===== src/config_readback_consts.svh =====
// Constants of the serial configuration readback port
`ifndef CONFIG_READBACK_CONSTS_SVH
`define CONFIG_READBACK_CONSTS_SVH

// Four-bit command codes
`define CRV_CMD_EXEC 4'h0
`define CRV_CMD_READOUT 4'h1

// Frame lengths in link clock bits, given as last-bit indices
`define CRV_CMD_LAST 5'h03
`define CRV_INSTR_LAST 5'h17
`define CRV_OUT_LAST 5'h0F

// Data space addresses of the special registers
`define CRV_VISIBILITY_ADDR 16'h0784
`define CRV_TABLE_PAGE_ADDR 16'h0032

// Program space addresses
`define CRV_SIG_ADDR 24'h8007F0
`define CRV_CFG_BASE 24'h000100
`define CRV_CFG_STEP 24'h000002

// Instruction opcode patterns
`define CRV_OP_GOTO 8'h04
`define CRV_OP_MOVLIT 4'h2
`define CRV_OP_MOVWF 5'h11
`define CRV_OP_TABLE_READ_LOW 10'h2E8
`define CRV_MODE_IND 3'h1
`define CRV_MODE_POSTINC 3'h3

// Reset values, parameter defaults and the code-protect bit index
`define CRV_WORD_RESET 16'h0000
`define CRV_PAGE_RESET 8'h00
`define CRV_CFG_DEFAULT 16'hFFFF
`define CRV_CP_BIT 4'hF
`define CRV_SIG_DEFAULT 16'h005A

`endif


===== src/config_readback_pkg.sv =====
// Types shared by the configuration readback port
package config_readback_pkg;

  typedef enum logic [1:0] {
    ST_CMD = 2'b00,
    ST_EXEC = 2'b01,
    ST_OUT = 2'b10,
    ST_SKIP = 2'b11
  } port_state_e;

endpackage


===== src/config_word_readback_verify.sv =====
// Serial programming port: instruction execution and visibility readout
`timescale 1ns/100ps
`include "config_readback_consts.svh"

module config_word_readback_verify #(
  parameter logic [15:0] CW_FIRST = `CRV_CFG_DEFAULT,
  parameter logic [15:0] CW_SECOND = `CRV_CFG_DEFAULT,
  parameter logic [15:0] CW_THIRD = `CRV_CFG_DEFAULT,
  parameter logic [15:0] CW_FOURTH = `CRV_CFG_DEFAULT,
  // Arbitrary value standing for the resident-executive signature
  parameter logic [15:0] SIGNATURE = `CRV_SIG_DEFAULT
) (
  // Clock and reset
  input wire logic clk,
  input wire logic reset,
  // Programming link
  input wire logic prog_clk,
  input wire logic prog_data_in,
  output logic prog_data_out,
  output logic prog_data_oe,
  // Status
  output logic [15:0] serial_visibility_out,
  output logic [15:0] exec_pc,
  output logic read_protected
);

  logic pclk_meta_reg;
  logic pclk_sync_reg;
  logic pclk_prev_reg;
  logic pdat_meta_reg;
  logic pdat_sync_reg;
  logic rise;
  logic fall;

  config_readback_pkg::port_state_e state_reg;
  config_readback_pkg::port_state_e state_next;
  logic [4:0] cnt_reg;
  logic [4:0] cnt_next;
  logic [23:0] shift_reg;
  logic [23:0] shift_next;
  logic [15:0] out_shift_reg;
  logic [15:0] out_shift_next;
  logic dout_reg;
  logic dout_next;
  logic oe_reg;
  logic oe_next;
  logic [15:0] vis_reg;
  logic [15:0] vis_next;
  logic [15:0] pc_reg;
  logic [15:0] pc_next;
  logic [7:0] table_page_reg;
  logic [7:0] table_page_next;
  logic [15:0] w_reg [16];
  logic [15:0] w_next [16];
  logic protect_q_reg;

  logic [23:0] instr;
  logic [3:0] cmd_code;
  logic exec_go;
  logic [23:0] rd_addr;
  logic [23:0] rd_word;
  logic protect_now;
  logic tblrd_vis;

  // Link pins pass two flops; data is taken from the second, the clock from the second and a third flop
  always_ff @(posedge clk or posedge reset)
  begin
    if (reset)
    begin
      pclk_meta_reg <= 1'b0;
      pclk_sync_reg <= 1'b0;
      pclk_prev_reg <= 1'b0;
      pdat_meta_reg <= 1'b0;
      pdat_sync_reg <= 1'b0;
    end
    else
    begin
      pclk_meta_reg <= prog_clk;
      pclk_sync_reg <= pclk_meta_reg;
      pclk_prev_reg <= pclk_sync_reg;
      pdat_meta_reg <= prog_data_in;
      pdat_sync_reg <= pdat_meta_reg;
    end
  end

  assign rise = pclk_sync_reg & ~pclk_prev_reg;
  assign fall = ~pclk_sync_reg & pclk_prev_reg;

  // Payload and command arrive least significant bit first
  assign instr = {pdat_sync_reg, shift_reg[23:1]};
  assign cmd_code = instr[23:20];
  assign exec_go = (state_reg == config_readback_pkg::ST_EXEC) && rise
    && (cnt_reg == `CRV_INSTR_LAST);

  // Table read source: table_page above the source working register
  assign rd_addr = {table_page_reg, w_reg[instr[3:0]]};
  assign tblrd_vis = exec_go && (instr[23:14] == `CRV_OP_TABLE_READ_LOW)
    && (w_reg[instr[10:7]] == `CRV_VISIBILITY_ADDR);

  config_store #(
    .CW_FIRST(CW_FIRST),
    .CW_SECOND(CW_SECOND),
    .CW_THIRD(CW_THIRD),
    .CW_FOURTH(CW_FOURTH),
    .SIGNATURE(SIGNATURE)
  ) config_store_i (
    .clk(clk),
    .reset(reset),
    .rd_addr(rd_addr),
    .rd_word(rd_word),
    .read_protected(protect_now)
  );

  function automatic logic is_postinc(input logic [2:0] mode);
    return mode == `CRV_MODE_POSTINC;
  endfunction

  always_comb
  begin
    state_next = state_reg;
    cnt_next = cnt_reg;
    shift_next = shift_reg;
    out_shift_next = out_shift_reg;
    dout_next = dout_reg;
    oe_next = oe_reg;
    vis_next = vis_reg;
    pc_next = pc_reg;
    table_page_next = table_page_reg;
    w_next = w_reg;
    unique case (state_reg)
      config_readback_pkg::ST_CMD:
      begin
        if (rise)
        begin
          shift_next = instr;
          cnt_next = cnt_reg + 5'h01;
          if (cnt_reg == `CRV_CMD_LAST)
          begin
            cnt_next = 5'h00;
            if (cmd_code == `CRV_CMD_READOUT)
            begin
              state_next = config_readback_pkg::ST_OUT;
              oe_next = 1'b1;
              dout_next = vis_reg[0];
              out_shift_next = vis_reg;
            end
            else if (cmd_code == `CRV_CMD_EXEC)
              state_next = config_readback_pkg::ST_EXEC;
            else
              state_next = config_readback_pkg::ST_SKIP;
          end
        end
      end
      config_readback_pkg::ST_EXEC,
      config_readback_pkg::ST_SKIP:
      begin
        // Unknown commands still swallow a 24-bit payload to stay framed
        if (rise)
        begin
          shift_next = instr;
          cnt_next = cnt_reg + 5'h01;
          if (cnt_reg == `CRV_INSTR_LAST)
          begin
            cnt_next = 5'h00;
            state_next = config_readback_pkg::ST_CMD;
          end
        end
      end
      config_readback_pkg::ST_OUT:
      begin
        // Device changes data on falling edges; the programmer samples on rising
        if (rise)
        begin
          cnt_next = cnt_reg + 5'h01;
          if (cnt_reg == `CRV_OUT_LAST)
          begin
            cnt_next = 5'h00;
            oe_next = 1'b0;
            state_next = config_readback_pkg::ST_CMD;
          end
        end
        else if (fall)
        begin
          // The rise that closes the command already drives bit 0; the first fall here drives bit 0 again, then each fall drives the next bit
          out_shift_next = {1'b0, out_shift_reg[15:1]};
          dout_next = out_shift_reg[0];
        end
      end
    endcase

    if (exec_go)
    begin
      if (instr[23:16] == `CRV_OP_GOTO)
        pc_next = instr[15:0];
      else if (instr[23:20] == `CRV_OP_MOVLIT)
        w_next[instr[3:0]] = instr[19:4];
      else if (instr[23:19] == `CRV_OP_MOVWF)
      begin
        if ({instr[18:4], 1'b0} == `CRV_VISIBILITY_ADDR)
          vis_next = w_reg[instr[3:0]];
        else if ({instr[18:4], 1'b0} == `CRV_TABLE_PAGE_ADDR)
          table_page_next = w_reg[instr[3:0]][7:0];
      end
      else if (instr[23:14] == `CRV_OP_TABLE_READ_LOW)
      begin
        // Only the low 16 bits are moved, so configuration words lose no data
        if (instr[13:11] == `CRV_MODE_IND || is_postinc(instr[13:11]))
        begin
          if (w_reg[instr[10:7]] == `CRV_VISIBILITY_ADDR)
            vis_next = rd_word[15:0];
        end
        if (is_postinc(instr[6:4]))
          w_next[instr[3:0]] = w_reg[instr[3:0]] + 16'h0002;
        if (is_postinc(instr[13:11]) && instr[10:7] != instr[3:0])
          w_next[instr[10:7]] = w_reg[instr[10:7]] + 16'h0002;
      end
    end
  end

  always_ff @(posedge clk or posedge reset)
  begin
    if (reset)
    begin
      state_reg <= config_readback_pkg::ST_CMD;
      cnt_reg <= 5'h00;
      shift_reg <= 24'h000000;
      out_shift_reg <= `CRV_WORD_RESET;
      dout_reg <= 1'b0;
      oe_reg <= 1'b0;
      vis_reg <= `CRV_WORD_RESET;
      pc_reg <= `CRV_WORD_RESET;
      table_page_reg <= `CRV_PAGE_RESET;
      w_reg <= '{default: `CRV_WORD_RESET};
      protect_q_reg <= 1'b0;
    end
    else
    begin
      state_reg <= state_next;
      cnt_reg <= cnt_next;
      shift_reg <= shift_next;
      out_shift_reg <= out_shift_next;
      dout_reg <= dout_next;
      oe_reg <= oe_next;
      vis_reg <= vis_next;
      pc_reg <= pc_next;
      table_page_reg <= table_page_next;
      w_reg <= w_next;
      protect_q_reg <= protect_now;
    end
  end

  assign prog_data_out = dout_reg;
  assign prog_data_oe = oe_reg;
  assign serial_visibility_out = vis_reg;
  assign exec_pc = pc_reg;
  assign read_protected = protect_q_reg;
endmodule


===== src/config_store.sv =====
// Configuration words, executive signature word and read protection
`timescale 1ns/100ps
`include "config_readback_consts.svh"

module config_store #(
  parameter logic [15:0] CW_FIRST = `CRV_CFG_DEFAULT,
  parameter logic [15:0] CW_SECOND = `CRV_CFG_DEFAULT,
  parameter logic [15:0] CW_THIRD = `CRV_CFG_DEFAULT,
  parameter logic [15:0] CW_FOURTH = `CRV_CFG_DEFAULT,
  // Arbitrary value standing for the resident-executive signature
  parameter logic [15:0] SIGNATURE = `CRV_SIG_DEFAULT
) (
  // Clock and reset
  input wire logic clk,
  input wire logic reset,
  // Read port
  input wire logic [23:0] rd_addr,
  output logic [23:0] rd_word,
  output logic read_protected
);

  logic armed_reg;
  logic armed_next;
  logic protect_reg;
  logic protect_next;

  // Configuration words sit in ascending order fourth, third, second, first
  function automatic logic [23:0] lookup(input logic [23:0] a);
    logic [23:0] w;
    w = 24'h000000;
    if (a == `CRV_CFG_BASE)
      w = {8'h00, CW_FOURTH};
    else if (a == `CRV_CFG_BASE + `CRV_CFG_STEP)
      w = {8'h00, CW_THIRD};
    else if (a == `CRV_CFG_BASE + 24'h000004)
      w = {8'h00, CW_SECOND};
    else if (a == `CRV_CFG_BASE + 24'h000006)
      w = {8'h00, CW_FIRST};
    else if (a == `CRV_SIG_ADDR)
      w = {8'h00, SIGNATURE};
    return w;
  endfunction

  // Protection is caught once, on the first edge after reset release
  always_comb
  begin
    armed_next = 1'b1;
    protect_next = protect_reg;
    if (!armed_reg)
      protect_next = ~CW_FIRST[`CRV_CP_BIT];
  end

  always_ff @(posedge clk or posedge reset)
  begin
    if (reset)
    begin
      armed_reg <= 1'b0;
      protect_reg <= 1'b0;
    end
    else
    begin
      armed_reg <= armed_next;
      protect_reg <= protect_next;
    end
  end

  assign rd_word = protect_reg ? 24'h000000 : lookup(rd_addr);
  assign read_protected = protect_reg;
endmodule


===== config.mk =====
export PLATFORM = sky130hd
export DESIGN_NAME = config_word_readback_verify
export DESIGN_NICKNAME = d
export VERILOG_FILES = /design/src/config_readback_pkg.sv /design/src/config_word_readback_verify.sv /design/src/config_store.sv
export VERILOG_INCLUDE_DIRS = /design/src
export SDC_FILE = /design/constraint.sdc
export NUM_CORES = 2
export LEC_CHECK = 0
export BUFFER_PORTS_ARGS = -buffer_cell sky130_fd_sc_hd__buf_2
export CORE_ASPECT_RATIO = 0.7
export CORE_MARGIN = 2
export CORE_UTILIZATION = 40
export DETAILED_ROUTE_END_ITERATION = 10
export HOLD_SLACK_MARGIN = 0.03
export PLACE_DENSITY = 0.55
export SYNTH_ARGS = -nofsm -noshare
export SYNTH_HDL_FRONTEND = slang
export SYNTH_SLANG_ARGS = --single-unit

===== constraint.sdc =====
create_clock -name clk -period 19.3 [get_ports clk]
set_clock_uncertainty 0.05 [all_clocks]
set_input_delay 5.79 -clock clk [delete_from_list [all_inputs] [get_ports clk]]
set_output_delay 5.79 -clock clk [all_outputs]
set_load 0.01 [all_outputs]

==> results.toml <==
[outcome]
status = "finished, violations left"
violations = "max-capacitance violations, max-slew violations"

[routing]
drt_pass1_iterations = 8
routed_via_density = 7.19
drt_wl_total_um = 115000
drtIter0Drc = 3762
drc = 0
wl_per_cell_um = 34.5
vias = 23900
antenna_left = 0

[grt]
grt.total_usage = 0.372
antenna_found_initial = 5
overflow = 0
grt_max_degree = 137
grt_pass1_vias = 22100
grt_pass1_wl_um = 162000

[critical_path]
start_kind = "input pin"
cp_max_fo = 116
worstSetupPathType = "input pin to asynchronous set/reset pin"
crit_path_max_incr_delay_ns = 0.85
crit_path_end_kind = "asynchronous set/reset pin"
crit_end = "w_reg[254]"
setup.worst_path.start = "reset"
crit_chain = "buf_2 > inv_8 > buf_4 > buf_4"
cp.arrival_ns = 8.42
r2r_slack_ns = 13.12
crit_path_top_delay_cell = "buf_4"
regToRegEndpoint = "w_reg[122]"
crit_top_cell = "buf_4"
r2r_cells = 11
reg2reg_from = "shift_reg[8]"
critPathRequiredTime_ns = 19.81

[sta]
worst_slew_pin_slew_ns = 1.49
grt_setup_unrepaired = "false"
setup_ws_ns = 11.39
timing.fmax_mhz = 126
setup_viol = 0
final_max_slew_viol_count = 1
max_slew_margin = -0.00550
finalCriticalPeriod_ns = 7.91
setup_tns_ns = 0
fin_crit_sh = 0.410
hold_violations = 0

[die]
initial_core_util = 0.404
die_width_um = 294
fp.dieArea_um2 = 60800
core_area_um2 = 58200
chipHeight_um = 207
fp-row-count = 74
num_io_pins = 39

[cts]
clock_sinks = 349
cts_buffers = 38
cts.repair.resized = 0
htree_levels = 2
clock_path_buffers = 3
cts_tree = "done"
clk_latency_ns = 0.59
cts-root-buf = "clkbuf_16"
clk_pin_slew_ns = 0.06
post_cts_buffers = 0
cts_hold_buf = 0

[power]
p_sw_mw = 0.735
power.total_mw = 2.09
switching_share = 0.351
p_per_area_nw_per_um2 = 81.4
irDropWorstVdd_mv = 0.104
intPower_mw = 1.36
seq_power_share = 0.399
pwr-share-clk = 0.373
combinationalPowerShare = 0.229
leakage_nw = 10.2

[placement]
postPlaceCellArea_um2 = 24500
place_ws_ns = 10.74
hpwlAfterDp_um = 77900
gp_congestion = 1.05
portBuffers = 37

[synthesis]
synthFlopType = "dfrtp_1"
synth_edf_count = 0
synth-async-reset-ratio = 1.00
synth-seq-cells = 349
synth_warnings = 0
synth_nets = 2610
syn_area_um2 = 23500
syn_inst = 2601
ys_types = 67
yosysSeqAreaShare = 0.371
synth.avg_cell_area_um2 = 9.04

[final_layout]
final_area_um2 = 25700
largest_register_ffs = 256
drive_gt1_frac = 0.168
final_nets = 2539
area_growth_pct = 9.49
fillerInstances = 5656

[job]
cap_violations = 1

[worst_hold_path]
hold_class = "flop to flop"
==> through the flow <==
| step | std cells | utilization | hold WS, ns |
|---|---|---|---|
| global placement | 3250 | 0.420 | 0.296 |
| finish | 3322 | 0.442 | 0.312 |
| detailed placement | 3250 | 0.420 | 0.298 |
| global route | 3319 | 0.442 | 0.320 |
| CTS | 3319 | 0.442 | 0.313 |
| floorplan | 2601 | - | 0.281 |
==> worst max-delay path, delay by kind of cell <==
| family | cells | cell delay (ns) |
|---|---|---|
| buffers and inverters | 4 | 2.26 |
==> Yosys cell counts, types with 5 or more instances <==
cell | number | area, um^2
a21boi_0 | 5 | 37.5
a211o_1 | 7 | 61.3
nor2_1 | 334 | 1250
o22ai_1 | 17 | 106
xnor2_1 | 12 | 105
or3_1 | 25 | 156
nor3_1 | 38 | 190
a211oi_1 | 104 | 781
clkbuf_1 | 182 | 683
o221ai_1 | 42 | 368
buf_6 | 7 | 78.8
ha_1 | 5 | 62.6
a221o_1 | 5 | 50.1
nand2_1 | 370 | 1390
a22oi_1 | 57 | 428
a221oi_1 | 30 | 263
a21o_1 | 14 | 105
buf_1 | 13 | 48.8
o21ai_0 | 163 | 816
mux4_2 | 141 | 3180
mux2_2 | 60 | 676
nor2b_1 | 13 | 81.3
buf_2 | 23 | 115
o21a_1 | 14 | 105
nand4_1 | 9 | 56.3
a31oi_1 | 65 | 407
o21ai_1 | 28 | 140
and2_1 | 24 | 150
or2_2 | 5 | 31.3
nor4_1 | 15 | 93.8
o211ai_1 | 9 | 67.6
a21oi_1 | 180 | 901
mux2i_1 | 30 | 300
xor2_1 | 13 | 114
buf_4 | 6 | 45.0
a32oi_1 | 11 | 96.3
nor4b_1 | 7 | 61.3
inv_1 | 10 | 37.5
dfrtp_1 | 349 | 8730
nand2b_1 | 16 | 100
o31ai_1 | 54 | 405
nand3_1 | 33 | 165
or4_1 | 5 | 37.5
==> cell type report <==
| cell class | count | area, um^2 | area share |
|---|---|---|---|
| multi-input cells | 2011 | 13900 | 0.540 |
| clock buffers | 53 | 1090 | 0.0423 |
| diodes | 3 | 7.51 | 0.000292 |
| well taps | 760 | 951 | 0.0369 |
| inverters | 10 | 45.0 | 0.00175 |
| repair buffers | 120 | 821 | 0.0319 |
| flip-flops and latches | 349 | 8750 | 0.340 |
| clock inverters | 16 | 184 | 0.00714 |
==> per-layer routing <==
| layer | global-route usage | up-vias | wire (um) |
|---|---|---|---|
| met4 | 0.142 | 6 | 5040 |
| met2 | 0.479 | 2021 | 43600 |
| li1 | - | 9628 | - |
| met1 | 0.517 | 11900 | 45800 |
| met5 | 0 | - | 43 |
| met3 | 0.199 | 360 | 20200 |
==> cell families after synthesis <==
kind of cell / count (synthesis) / share of synthesized area
xor+xnor: 25 / 0.00931
fa+ha+maj: 5 / 0.00266
flops: 349 / 0.371
other cells: 1 / 0.000159
compound gates: 825 / 0.226
simple gates: 920 / 0.169
buf+inv: 241 / 0.0429
mux: 235 / 0.178
==> cells in the final DEF (no fill, tap or decap), drive strengths merged, types with 26 or more instances in the layout <==
| cell type | n |
|---|---|
| nand3 | 33 |
| mux2i | 30 |
| nor2 | 334 |
| nor3 | 38 |
| clkbuf | 53 |
| a21oi | 180 |
| o31ai | 54 |
| o21ai | 191 |
| a31oi | 65 |
| nand2 | 370 |
| dfrtp | 349 |
| mux2 | 64 |
| a221oi | 30 |
| a211oi | 104 |
| and2 | 26 |
| mux4 | 141 |
| buf | 120 |
| o221ai | 42 |
| a22oi | 57 |
==> power by group through the flow <==
stage | combinational (mW) | sequential, mW | clock [mW]
finish | 0.479 | 0.835 | 0.781
CTS | 0.459 | 0.833 | 0.784
global route | 0.496 | 0.840 | 0.809
floorplan | 0.318 | 0.809 | 0
detailed placement | 0.457 | 0.847 | 0
global placement | 0.450 | 0.844 | 0
==> how the worst min path moves through the flow <==
stage | start | end | slack [ns] | cells after the start
after floorplan | pclk_meta_reg | pclk_sync_reg | 0.28 | 0
after global placement | pdat_meta_reg | pdat_sync_reg | 0.30 | 0
after detailed placement | pdat_meta_reg | pdat_sync_reg | 0.30 | 0
after CTS | pdat_meta_reg | pdat_sync_reg | 0.31 | 0
after global routing | pdat_meta_reg | pdat_sync_reg | 0.32 | 0
final | pdat_meta_reg | pdat_sync_reg | 0.31 | 0
Note: power is estimated with default switching activity, not from simulation.
